===== src/hdl/sprc_pkg.sv =====
// Shared constants and types for the sampling and parallel readout block.
`default_nettype none

package sprc_pkg;

  localparam int unsigned CHANNELS   = 8;
  localparam int unsigned CH_W       = 3;
  localparam int unsigned CODE_W     = 14;
  localparam int unsigned WORD_W     = 16;
  localparam int unsigned PAD_W      = 2;
  localparam int unsigned GROUP_A_LAST = 3;
  localparam int unsigned FIFO_DEPTH = 2;

  // Clock period and longest conversion time; the count rounds down.
  localparam int unsigned CLOCK_PERIOD_PS    = 5000;
  localparam int unsigned CONVERSION_TIME_NS = 4000;
  localparam int unsigned CONV_CYCLES_INT    =
    (CONVERSION_TIME_NS * 1000) / CLOCK_PERIOD_PS;
  localparam int unsigned CONV_CNT_W = 10;
  localparam logic [CONV_CNT_W-1:0] CONV_LAST =
    CONV_CNT_W'(CONV_CYCLES_INT - 1);
  localparam logic [CONV_CNT_W-1:0] CONV_ZERO = 10'h000;

  localparam logic [CH_W-1:0]  FIRST_CHANNEL  = 3'h0;
  localparam logic [CH_W-1:0]  CHANNEL_STEP   = 3'h1;
  localparam logic [PAD_W-1:0] PAD_ZERO       = 2'h0;
  localparam logic [3:0]       READS_PER_FRAME = 4'h8;
  localparam logic [3:0]       READS_ZERO     = 4'h0;
  localparam logic [3:0]       READS_STEP     = 4'h1;
  localparam logic [1:0]       FIFO_FULL      = 2'h2;
  localparam logic [1:0]       FIFO_EMPTY     = 2'h0;
  localparam logic [1:0]       FIFO_STEP      = 2'h1;
  localparam logic             START_IDLE     = 1'b0;
  localparam logic             STROBE_IDLE    = 1'b1;
  localparam logic [WORD_W-1:0] WORD_ZERO     = 16'h0000;

  typedef enum logic [1:0] {
    MODE_PARALLEL,
    MODE_BYTE,
    MODE_SERIAL
  } sprc_mode_t;

  typedef enum logic {
    ST_SAMPLE,
    ST_CONVERT
  } sprc_state_t;

  typedef struct packed {
    logic [CH_W-1:0]   channel;
    logic [WORD_W-1:0] word;
  } sprc_entry_t;

  typedef logic [CHANNELS-1:0][CODE_W-1:0] sprc_samples_t;
  typedef logic [CHANNELS-1:0][WORD_W-1:0] sprc_words_t;

endpackage

`default_nettype wire


===== src/hdl/sprc_readout.sv =====
// Eight-channel sampling control, result latch and parallel readout.
`timescale 1ns/1ps
`default_nettype none

module sprc_readout
  import sprc_pkg::*;
(
  input  wire logic          i_clock,
  input  wire logic          i_resetn,
  input  wire logic          i_group_a_start,
  input  wire logic          i_group_b_start,
  input  wire sprc_samples_t i_analog_sample,
  input  wire logic          i_interface_select,
  input  wire logic          i_byte_or_serial_select,
  input  wire logic          i_chip_select_n,
  input  wire logic          i_read_n,
  output logic               o_busy,
  output logic [WORD_W-1:0]  o_parallel_data,
  output logic               o_parallel_data_oe,
  output logic               o_first_channel_flag,
  output logic               o_first_channel_flag_oe,
  output sprc_mode_t         o_interface_mode
);

  sprc_state_t           state;
  logic                  a_prev;
  logic                  b_prev;
  logic                  cs_prev;
  logic                  rd_prev;
  logic                  held_a;
  logic                  held_b;
  logic [CONV_CNT_W-1:0] conv_count;
  sprc_samples_t         held;
  sprc_words_t           results;
  sprc_entry_t           fifo [FIFO_DEPTH];
  sprc_entry_t           next_fifo [FIFO_DEPTH];
  logic [1:0]            fifo_count;
  logic [1:0]            next_count;
  logic [CH_W-1:0]       fill_ch;
  logic                  read_pending;
  logic [3:0]            read_count;
  sprc_mode_t            next_mode;

  logic        a_rise;
  logic        b_rise;
  logic        cs_fall;
  logic        cs_rise;
  logic        rd_fall;
  logic        hold_a_now;
  logic        hold_b_now;
  logic        both_held;
  logic        conv_done;
  logic        parallel;
  logic        frame_done;
  logic        flush;
  logic        push;
  logic        pop;
  sprc_entry_t fill_entry;

  assign a_rise  = i_group_a_start & ~a_prev;
  assign b_rise  = i_group_b_start & ~b_prev;
  assign cs_fall = ~i_chip_select_n & cs_prev;
  assign cs_rise = i_chip_select_n & ~cs_prev;
  // A read edge counts only while the chip is selected.
  assign rd_fall = ~i_read_n & rd_prev & ~i_chip_select_n;

  assign hold_a_now = (state == ST_SAMPLE) & a_rise & ~held_a;
  assign hold_b_now = (state == ST_SAMPLE) & b_rise & ~held_b;
  // A shared start raises both edges in one cycle.
  assign both_held  = (held_a | hold_a_now) & (held_b | hold_b_now);
  assign conv_done  = (state == ST_CONVERT) & (conv_count == CONV_LAST);

  assign parallel   = ~i_interface_select;
  assign frame_done = (read_count == READS_PER_FRAME);
  // Tied strobes raise chip select between words, so only a complete
  // frame rewinds the pointer on that edge.
  assign flush      = conv_done | (cs_rise & frame_done);
  assign push       = ~flush & (fifo_count != FIFO_FULL);
  assign pop        = ~flush & read_pending & (fifo_count != FIFO_EMPTY);
  assign fill_entry = '{channel: fill_ch, word: results[fill_ch]};

  always_ff @(posedge i_clock or negedge i_resetn) begin
    if (!i_resetn) begin
      a_prev  <= START_IDLE;
      b_prev  <= START_IDLE;
      cs_prev <= STROBE_IDLE;
      rd_prev <= STROBE_IDLE;
    end else begin
      a_prev  <= i_group_a_start;
      b_prev  <= i_group_b_start;
      cs_prev <= i_chip_select_n;
      rd_prev <= i_read_n;
    end
  end

  // Sampling and conversion sequence; starts during conversion are ignored.
  always_ff @(posedge i_clock or negedge i_resetn) begin
    if (!i_resetn) begin
      state      <= ST_SAMPLE;
      held_a     <= 1'b0;
      held_b     <= 1'b0;
      conv_count <= CONV_ZERO;
      o_busy     <= 1'b0;
    end else begin
      unique case (state)
        ST_SAMPLE: begin
          if (both_held) begin
            state      <= ST_CONVERT;
            held_a     <= 1'b0;
            held_b     <= 1'b0;
            conv_count <= CONV_ZERO;
            o_busy     <= 1'b1;
          end else begin
            held_a <= held_a | hold_a_now;
            held_b <= held_b | hold_b_now;
          end
        end
        ST_CONVERT: begin
          if (conv_done) begin
            state  <= ST_SAMPLE;
            o_busy <= 1'b0;
          end else begin
            conv_count <= conv_count + CONV_CNT_W'(1);
          end
        end
      endcase
    end
  end

  // Per-channel hold and result registers; all channels are converted.
  for (genvar ch = 0; ch < CHANNELS; ch++) begin : g_channel
    logic hold_now;
    assign hold_now = (ch <= GROUP_A_LAST) ? hold_a_now : hold_b_now;
    always_ff @(posedge i_clock or negedge i_resetn) begin
      if (!i_resetn) begin
        held[ch]    <= '0;
        results[ch] <= WORD_ZERO;
      end else begin
        if (hold_now) begin
          held[ch] <= i_analog_sample[ch];
        end
        if (conv_done) begin
          results[ch] <= {held[ch], PAD_ZERO};
        end
      end
    end
  end

  // Two-entry buffer between the result registers and the bus.
  always_comb begin
    next_count = fifo_count;
    for (int i = 0; i < FIFO_DEPTH; i++) begin
      next_fifo[i] = fifo[i];
    end
    if (pop) begin
      next_fifo[0] = fifo[1];
      next_count   = fifo_count - FIFO_STEP;
    end
    if (push) begin
      next_fifo[next_count[0]] = fill_entry;
      next_count = next_count + FIFO_STEP;
    end
  end

  always_ff @(posedge i_clock or negedge i_resetn) begin
    if (!i_resetn) begin
      fifo_count <= FIFO_EMPTY;
      fill_ch    <= FIRST_CHANNEL;
      for (int i = 0; i < FIFO_DEPTH; i++) begin
        fifo[i] <= '0;
      end
    end else if (flush) begin
      fifo_count <= FIFO_EMPTY;
      fill_ch    <= FIRST_CHANNEL;
    end else begin
      fifo_count <= next_count;
      for (int i = 0; i < FIFO_DEPTH; i++) begin
        fifo[i] <= next_fifo[i];
      end
      if (push) begin
        fill_ch <= fill_ch + CHANNEL_STEP;
      end
    end
  end

  // A read edge waits here until a word is ready; set beats clear.
  always_ff @(posedge i_clock or negedge i_resetn) begin
    if (!i_resetn) begin
      read_pending <= 1'b0;
    end else if (rd_fall & parallel) begin
      read_pending <= 1'b1;
    end else if (pop) begin
      read_pending <= 1'b0;
    end
  end

  always_ff @(posedge i_clock or negedge i_resetn) begin
    if (!i_resetn) begin
      read_count <= READS_ZERO;
    end else if (flush) begin
      read_count <= READS_ZERO;
    end else if (pop && !frame_done) begin
      read_count <= read_count + READS_STEP;
    end
  end

  // Bus drive and data; the bus stays off outside parallel mode.
  always_ff @(posedge i_clock or negedge i_resetn) begin
    if (!i_resetn) begin
      o_parallel_data    <= WORD_ZERO;
      o_parallel_data_oe <= 1'b0;
    end else begin
      if (cs_rise || !parallel) begin
        o_parallel_data_oe <= 1'b0;
      end else if (cs_fall || rd_fall) begin
        o_parallel_data_oe <= 1'b1;
      end
      if (pop) begin
        o_parallel_data <= fifo[0].word;
      end
    end
  end

  always_ff @(posedge i_clock or negedge i_resetn) begin
    if (!i_resetn) begin
      o_first_channel_flag    <= 1'b0;
      o_first_channel_flag_oe <= 1'b0;
    end else begin
      if (cs_rise || !parallel) begin
        o_first_channel_flag_oe <= 1'b0;
        o_first_channel_flag    <= 1'b0;
      end else if (pop) begin
        o_first_channel_flag_oe <= 1'b1;
        o_first_channel_flag <= (fifo[0].channel == FIRST_CHANNEL);
      end
    end
  end

  always_comb begin
    if (!i_interface_select) begin
      next_mode = MODE_PARALLEL;
    end else if (i_byte_or_serial_select) begin
      next_mode = MODE_BYTE;
    end else begin
      next_mode = MODE_SERIAL;
    end
  end

  always_ff @(posedge i_clock or negedge i_resetn) begin
    if (!i_resetn) begin
      o_interface_mode <= MODE_PARALLEL;
    end else begin
      o_interface_mode <= next_mode;
    end
  end

  localparam int CONV_HI = 1000;
endmodule

`default_nettype wire


===== config.mk =====
export PLATFORM = sky130hd
export DESIGN_NAME = sprc_readout
export DESIGN_NICKNAME = d
export VERILOG_FILES = /design/src/hdl/sprc_pkg.sv /design/src/hdl/sprc_readout.sv
export SDC_FILE = /design/constraint.sdc
export NUM_CORES = 1
export LEC_CHECK = 0
export ABC_CLOCK_PERIOD_IN_PS = 4400
export BUFFER_PORTS_ARGS = -buffer_cell sky130_fd_sc_hd__buf_2
export CAP_MARGIN = 10
export CORE_ASPECT_RATIO = 0.7
export CORE_MARGIN = 2
export CORE_UTILIZATION = 31
export DETAILED_ROUTE_END_ITERATION = 16
export GPL_TIMING_DRIVEN = 0
export MAX_ROUTING_LAYER = met4
export PLACE_DENSITY = 0.5
export SYNTH_ARGS = -nofsm -noshare
export SYNTH_HDL_FRONTEND = slang
export SYNTH_SLANG_ARGS = --single-unit

===== constraint.sdc =====
create_clock -name i_clock -period 4.4 [get_ports i_clock]
set_clock_uncertainty 0.05 [all_clocks]
set_input_delay 0.22 -clock i_clock [delete_from_list [all_inputs] [get_ports i_clock]]
set_output_delay 0.22 -clock i_clock [all_outputs]
set_load 0.1 [all_outputs]

==> impl_results.md, run 1 <==
* Fin area at 16,800 um^2
* Final #Nets at 1,591
* Die area at 43,800 um^2
* Via/cell ratio at 4.67
* Die W at 249 um
* # clock sinks at 311
* CP arrival at 3.06 ns
* WL met2 at 15,900 um
* # Max-Cap Violations at 0
* RSZ-0062 raised after global routing: no
* 1st-iter DRT viols at 810
* Async set-reset flop share out of synthesis at 100%
* CP required at 4.82 ns
* CTS tree: yes
* Seq pwr share at 38.5%
* Post-synth top flop: dfrtp_1
* Slew @ Worst Pin at 0.771 ns
* Post CTS Setup Buffer Count at 0
* Slew Viols, Final at 0
* Avg WL per Cell at 17.8 um
* Syn_nets at 1,295
* Ys Warns at 0
* GRT overflow at 0
* Tmin final at 2.65 ns
* Height of the die at 176 um
* CP Max Fanout at 10
* Crit Reg-Reg Startpoint: fifo_count[0]
* First-pass GRT wire length at 56,400 um
* GPL Wtd Cong at 0.824
* Type of destination of the critical path: flop
* WS Path Type: flop to flop
* Synth top area cells: dfrtp_1 (59%), nand2_1 (12%), mux2_2 (10%)
* Cell Int Power at 5.85 mW
* Largest net degree at the start of global routing at 117
* Total Wirelength at 36,100 um
* Mapped Area at 13,100 um^2
* Hold Vio Cnt, Final at 0
* Clock power frac at 32.3%
* Metal-1 WL at 17,900 um
* Average size of a mapped cell at 11.2 um^2
* DRC at 0
* Worst reg-to-reg setup slack at 1.75 ns
* Post-synthesis register bit count at 311
* Combinational Power Share at 29.2%
* Pre-antenna DRT Iters at 5
* I/O pin total at 142
* Maximum VDD drop at 0.000313 V
* Clock buffer count from CTS at 31
* Starting Density at 31.6%
* CP Launch Type: flop
* Top cells by count, synth: nand2_1 (419), dfrtp_1 (309), mux2_2 (120), nor2_1 (41), buf_2 (29)
* Leakage power at 8.36 nW
* WL met3 at 1780 um
* Area leader, netlist: dfrtp_1
* Layout area overhead at 28.7%
* Critical R2R Capture: fifo[25]
* Top-count cell post-synth: nand2_1
* Area after DPL at 14,500 um^2
* Max Used Layer: met4
* CTS Root Cell: clkbuf_16
* Maximum clock rate at 0.378 GHz
* Vias in the first global route at 9,423
* Clock transition at the registers of the reported paths at 0.07 ns
* Hold-fix buffers, CTS at 120
* Final Setup Violations at 0
* Site Rows at 62
* Initial antenna violation count at 2
* Synth top area share at 59.2%
* GR Util All Layers at 17.1%
* Port Buf Inserts at 141
* Period utilisation layout at 60.2%
* Vias at 9,472
* Maximum clock insertion buffer count at 3
* DRT antenna net count at 0
* Final WS setup at 1.75 ns
* EDFF count, synth at 0
* Status: completed
* Reg2Reg Depth at 7
* Slew headroom at 48.2%
* Later-pin clock latency in the skew report at 0.58 ns
* Htree depth at 1
* Hold Crit Class: input pin to async pin
* Syn Inst Count at 1,169
* Core area at 41,300 um^2
* Resized cells post-CTS at 0
* Share of cells above drive strength 1 at 26.3%
* Post-Place Setup Slack at 1.72 ns
* Sw frac at 33.9%
* Diode count at 0
* Sequential area share after synthesis at 59.6%
* Power density cells at 527 nW/um^2
* Synth cell types at 55
* Sw power at 3.00 mW
* Hpwl dp at 25,700 um
## cells by family after synthesis
group | after synthesis | synth area share (%)
adder cells (fa/ha/maj) | 6 | 0.575
multiplexers | 158 | 14.7
flip-flops | 311 | 59.6
AND/OR/NAND/NOR | 516 | 16.2
buffers and inverters | 74 | 2.99
XOR/XNOR | 11 | 0.738
AO/OA/AOI/OAI | 93 | 5.17
## routing by layer
metal  track usage, %  up-vias
met5                -        -
met4             2.91        0
met3             3.28       35
met2             25.1      187
met1             24.9     4747
li1                 -     4503
## layout make-up
cell class                      count  area [um^2]
Fill cell                        4027        24500
Sequential cell                   311         7780
Multi-Input combinational cell    784         4880
Timing Repair Buffer              263         1970
Clock buffer                       45          918
Tap cell                          544          681
Buffer                             64          353
Clock inverter                      9          178
Inverter                           10         37.5
## power by group through the flow
stage          clock [mW]  sequential [mW]  combinational, mW
3_5_place_dp            0             3.46               2.52
4_1_cts              2.93             3.41               2.61
5_1_grt              3.07             3.45               2.81
3_3_place_gp            0             3.46               2.47
6_report             2.86             3.41               2.58
2_1_floorplan           0             3.83               1.42
## sequential cells by signal (all words and copies together), names as in the netlist, 2 cells and up, named ones only
name,cells
conv_count,10
o_interface_mode,2
held,112
fill_ch,3
read_count,4
fifo_count,2
results,112
o_parallel_data,16
fifo,21
## through the flow
step,util [%],hold WS (ns),setup TNS (ns),total power [mW],instances
finish,40.7,0.185,0,8.86,2030
global route,40.7,0.235,0,9.33,2030
CTS,40.7,0.191,0,8.95,2030
detailed placement,35.2,0.221,0,5.98,1856
global placement,35.0,0.287,-941.75,5.93,1854
floorplan,-,-0.126,0,5.25,1169
## cells in the final DEF, fill, tap and decap left out, types with 8 or more instances in the layout
cell / instances
mux2_2: 120
dfrtp_1: 309
a211oi_1: 13
nand2_1: 419
mux2i_1: 22
mux4_2: 15
nor2_1: 41
clkbuf_1: 24
buf_4: 8
clkbuf_16: 31
o22ai_1: 16
nand3_1: 10
buf_2: 169
inv_1: 10
clkbuf_8: 9
nor2b_1: 13
o21ai_0: 24
dlygate4sd3_1: 120
## worst max-delay path, cell delays in order (launching register included)
cell	delay (ns)
dfrtp_1	0.33
buf_2	0.24
inv_1	0.15
ha_1	0.23
nand2b_1	0.32
a211oi_1	0.47
nand2_1	0.38
o221a_2	0.36
## worst max path at each step
stage | startpoint | slack [ns] | end | cells past startpoint
floorplan | fifo_count[0] | 2.24 | flop | 10
CTS | state | 1.71 | held[24] | 5
global placement | i_resetn | -3.10 | held[98] | 1
finish | fifo_count[0] | 1.75 | fifo[25] | 7
detailed placement | state | 1.72 | held[0] | 5
global route | fifo_count[0] | 1.45 | fifo[30] | 7
(Power assumes the default switching activity.)
==> inputs of run 2 (changes only) <==
ABC_CLOCK_PERIOD_IN_PS = 2600   (was 4400)
clock period = 2.6 ns   (was 4.4 ns; I/O delays follow)
==> run 2 against run 1 <==
  * First-iteration DRC count shrank 6.9%
  * Largest cell class unchanged
  * Core utilization grew 0.091 points
  * Die area unchanged
  * Via count is essentially flat
  * Highest routed layer unchanged
  * Sequential share of layout area shrank 0.10 points
  * Critical endpoint is now fifo[28]
  * Sequential power is 69% higher
  * Fmax rose by 6.0%
==> impl_results.md, run 2 (same netlist as run 1, synthesis figures left out) <==
* Seq pwr share at 38.3%
* RSZ-0062 raised after global routing: yes
* Htree depth at 1
* Share of cells above drive strength 1 at 26.6%
* Hold Vio Cnt, Final at 0
* Final Setup Violations at 0
* Slew @ Worst Pin at 0.634 ns
* Maximum clock rate at 0.400 GHz
* Tmin final at 2.50 ns
* # clock sinks at 311
* Type of destination of the critical path: flop
* Total Wirelength at 36,100 um
* DRT antenna net count at 0
* CTS Root Cell: clkbuf_16
* Core area at 41,300 um^2
* GPL Wtd Cong at 0.824
* Slew Viols, Final at 0
* Most common cell after layout, fill and taps aside: nand2_1
* Largest net degree at the start of global routing at 117
* CP Max Fanout at 10
* Diode count at 0
* Sw power at 5.10 mW
* Clock buffer count from CTS at 31
* Layout area overhead at 29.0%
* GR Util All Layers at 17.1%
* # Max-Cap Violations at 0
* Vias in the first global route at 9,420
* Slew headroom at 57.7%
* Via/cell ratio at 4.66
* Vias at 9,463
* Hpwl dp at 25,700 um
* Maximum clock insertion buffer count at 3
* Avg WL per Cell at 17.8 um
* CP arrival at 2.91 ns
* Power density cells at 894 nW/um^2
* Period utilisation layout at 96.1%
* Crit Reg-Reg Startpoint: fill_ch[1]
* Top Registers: held (112), results (112), fifo (21)
* Initial antenna violation count at 2
* Setup TNS at 0 ns
* Starting Density at 31.6%
* Clock transition at the registers of the reported paths at 0.07 ns
* GRT overflow at 0
* Cell Int Power at 9.95 mW
* Status: completed
* CTS tree: yes
* Combinational Power Share at 29.5%
* Hold Crit Class: input pin to async pin
* CP Launch Type: flop
* Most frequent cells in the layout: nand2_1 (418), dfrtp_1 (309), buf_2 (166)
* DRC at 0
* Final #Nets at 1,591
* Maximum VDD drop at 0.000530 V
* Sw frac at 33.9%
* WS Path Type: flop to flop
* 1st-iter DRT viols at 754
* I/O pin total at 142
* CP required at 3.02 ns
* Pre-antenna DRT Iters at 7
* Power Total at 15.0 mW
* Critical path launch point: fill_ch[1]
* Height of the die at 176 um
* Die W at 249 um
* First-pass GRT wire length at 56,400 um
* Post CTS Setup Buffer Count at 0
* Site Rows at 62
* Later-pin clock latency in the skew report at 0.58 ns
* Leakage power at 8.37 nW
* Clock power frac at 32.1%
* Die area at 43,800 um^2
* Hold WS at 0.0966 ns
* Port Buf Inserts at 141
run 2: layer usage:
metal | up-vias | share of wire (%) | wire length [um] | track usage, %
met5 | - | 0 | 0 | -
met1 | 4733 | 49 | 17800 | 24.9
met4 | 0 | 1.5 | 537 | 2.91
met2 | 191 | 44 | 15900 | 25.1
met3 | 35 | 5.2 | 1870 | 3.28
li1 | 4504 | - | - | -
run 2: worst paths after layout:
| check | end | slack (ns) | depth (start not counted) |
|---|---|---|---|
| worst max register to register | fifo[28] | 0.10 | 7 |
| worst min-delay path | o_parallel_data[12] | 0.1 | 2 |
| max in group asynchronous | held[102] | 0.89 | 4 |
| worst max-delay path | fifo[28] | 0.10 | 7 |
| worst min register to register | results[69] | 0.40 | 2 |
| min in group i_clock | rd_prev | 0.17 | 2 |
run 2: area by class of cell:
| class | count | area [um^2] |
|---|---|---|
| Clock buffer | 45 | 918 |
| Multi-Input combinational cell | 784 | 4910 |
| Timing Repair Buffer | 263 | 1970 |
| Fill cell | 4021 | 24400 |
| Tap cell | 544 | 681 |
| Buffer | 64 | 363 |
| Sequential cell | 311 | 7780 |
| Clock inverter | 9 | 178 |
| Inverter | 10 | 37.5 |
run 2: power by group through the flow:
stage                     logic, mW  clock network, mW  registers (mW)
final                          4.44               4.84            5.77
after detailed placement       4.27                  0            5.86
after floorplan                2.40                  0            6.48
after global routing           4.82               5.19            5.84
after global placement         4.18                  0            5.85
after CTS                      4.42               4.96            5.77
run 2: repair_timing:
| action | in CTS | in global routing |
|---|---|---|
| resized for setup | 2 | 9 |
| hold buffers | 120 | 0 |
| hold endpoints to repair | 203 | 0 |
| setup endpoints to repair | 37 | 18 |
run 2: per-stage QoR:
step / utilization, % / setup WS, ns / std cells / area, um^2
global route: 40.8 / -0.0140 / 2030 / 16800
CTS: 40.7 / 0.0379 / 2030 / 16800
finish: 40.8 / 0.102 / 2030 / 16800
floorplan: - / 0.442 / 1169 / 13100
global placement: 35.0 / -4.81 / 1854 / 14400
detailed placement: 35.2 / -0.0788 / 1856 / 14500
run 2: worst max-delay path, cell delays in order, from the launching register on:
cell and delay, ns:
dfrtp_1 0.36, buf_4 0.17, buf_4 0.19, buf_2 0.38
mux4_2 0.46, o21ai_0 0.51, nand2_1 0.12, o221a_2 0.14
==> inputs of run 3 (changes only) <==
GPL_TIMING_DRIVEN = not set   (was 0)
==> run 3 against run 2 <==
  * Flip-flop and latch count did not move
  * Cell count decreased by 1.3%
  * Die area is the same
  * Sequential power rose by 2%
  * Clock power about the same
  * Setup slack better by 0.18 ns
  * Clock-buffer cell count rose by 5
  * First-iteration DRC count is 32% lower
  * Largest power group unchanged
==> impl_results.md, run 3 (same netlist as run 1, synthesis figures left out) <==
* Status: completed
* Final WS setup at 0.279 ns
* Register area at 7790 um^2
* Most frequent cells in the layout: nand2_1 (419), dfrtp_1 (308), buf_2 (140)
* Power Total at 15.1 mW
* CP arrival at 2.68 ns
* Share of cells above drive strength 1 at 26.4%
* Total Wirelength at 34,200 um
* Vias in the first global route at 9,627
* First-pass GRT wire length at 54,800 um
* # fillers at 4,046
* WS Path Type: flop to flop
* Via/cell ratio at 4.65
* RSZ-0062 raised after global routing: no
* # clock sinks at 311
* Most common cell after layout, fill and taps aside: nand2_1
* Site Rows at 62
* Diode count at 0
* CP Launch Type: flop
* DRC at 0
* Die W at 249 um
* Die area at 43,800 um^2
* Fin area at 16,800 um^2
* Slew @ Worst Pin at 0.795 ns
* Placed insts at 1,826
* I/O pin total at 142
* Tmin final at 2.32 ns
* Clock buffer count from CTS at 34
* Core area at 41,300 um^2
* Final #Nets at 1,564
* Starting Density at 31.6%
* Power density cells at 896 nW/um^2
* Crit Reg-Reg Startpoint: conv_count[0]
* Clock transition at the registers of the reported paths at 0.06 ns
* Slew Viols, Final at 0
* Top Registers: held (112), results (112), fifo (21)
* # Max-Cap Violations at 0
* Later-pin clock latency in the skew report at 0.52 ns
* Pre-antenna DRT Iters at 7
* Area after DPL at 14,500 um^2
* Hold-fix buffers, CTS at 120
* Layout area overhead at 28.8%
* Initial antenna violation count at 2
* Avg WL per Cell at 17.1 um
* CP required at 2.96 ns
* CTS tree: yes
* Maximum clock insertion buffer count at 3
* Post CTS Setup Buffer Count at 0
* Maximum clock rate at 0.431 GHz
* 1st-iter DRT viols at 509
* Port Buf Inserts at 141
* GPL Wtd Cong at 0.799
* Maximum VDD drop at 0.000398 V
* GRT overflow at 0
* Resized cells post-CTS at 0
* Hold Crit Class: input pin to async pin
* Type of destination of the critical path: flop
* Area of the multi-input gates at 4900 um^2
* Vias at 9,322
* DRT antenna net count at 0
* Largest net degree at the start of global routing at 110
* Hpwl dp at 23,100 um
* CTS Root Cell: clkbuf_16
* Hold WS at 0.124 ns
* Critical path launch point: conv_count[0]
* CP Max Fanout at 17
* Final Setup Violations at 0
* Leakage power at 8.28 nW
* Core Util, Final at 40.7%
* GR Util All Layers at 16.4%
* Hold Vio Cnt, Final at 0
* Slew headroom at 46.8%
* Height of the die at 176 um
* Setup TNS at 0 ns
* Period utilisation layout at 89.3%
* Htree depth at 2
* Post-Place Setup Slack at 0.283 ns
* Layout Cells excl Fill at 2,003
## run 3: path summary, 6_finish.rpt
kind                                      endpoint  slack (ns)  cells past startpoint
worst max-delay path                          flop        0.28                      6
worst min-delay path            o_parallel_data[0]        0.12                      2
worst max register to register                flop        0.28                      6
worst min register to register         results[70]        0.41                      2
max in group asynchronous                 held[60]        1.54                      3
min in group i_clock                       rd_prev        0.23                      2
## run 3: layout make-up
cell class / count / share of cell area (%)
Sequential cell: 311 / 46.3
Clock buffer: 50 / 6.02
Clock inverter: 7 / 0.543
Inverter: 10 / 0.223
Tap cell: 544 / 4.05
Multi-Input combinational cell: 784 / 29.2
Timing Repair Buffer: 297 / 13.7
## run 3: critical path, cell delays in order, from the launching register on
cell and delay, ns:
dfrtp_1 0.40, ha_1 0.22, and4_1 0.35, nand4_4 0.30
nand4b_1 0.28, buf_4 0.25, mux2_2 0.35
## run 3: power by group
| part | leakage [nW] | switching (mW) | internal, mW |
|---|---|---|---|
| Combinational | 3.65 | 2.63 | 1.69 |
| Sequential | 4.09 | 0.475 | 5.40 |
| Clock | 0.542 | 1.97 | 2.89 |
| Total | 8.28 | 5.08 | 9.98 |
## run 3: layer usage
metal / GRT usage [%] / up-vias / routed length (um)
met5: - / - / 0
met1: 23.6 / 4643 / 17100
met2: 24.2 / 184 / 15300
met4: 3.56 / 0 / 572
li1: - / 4447 / -
met3: 2.62 / 48 / 1260
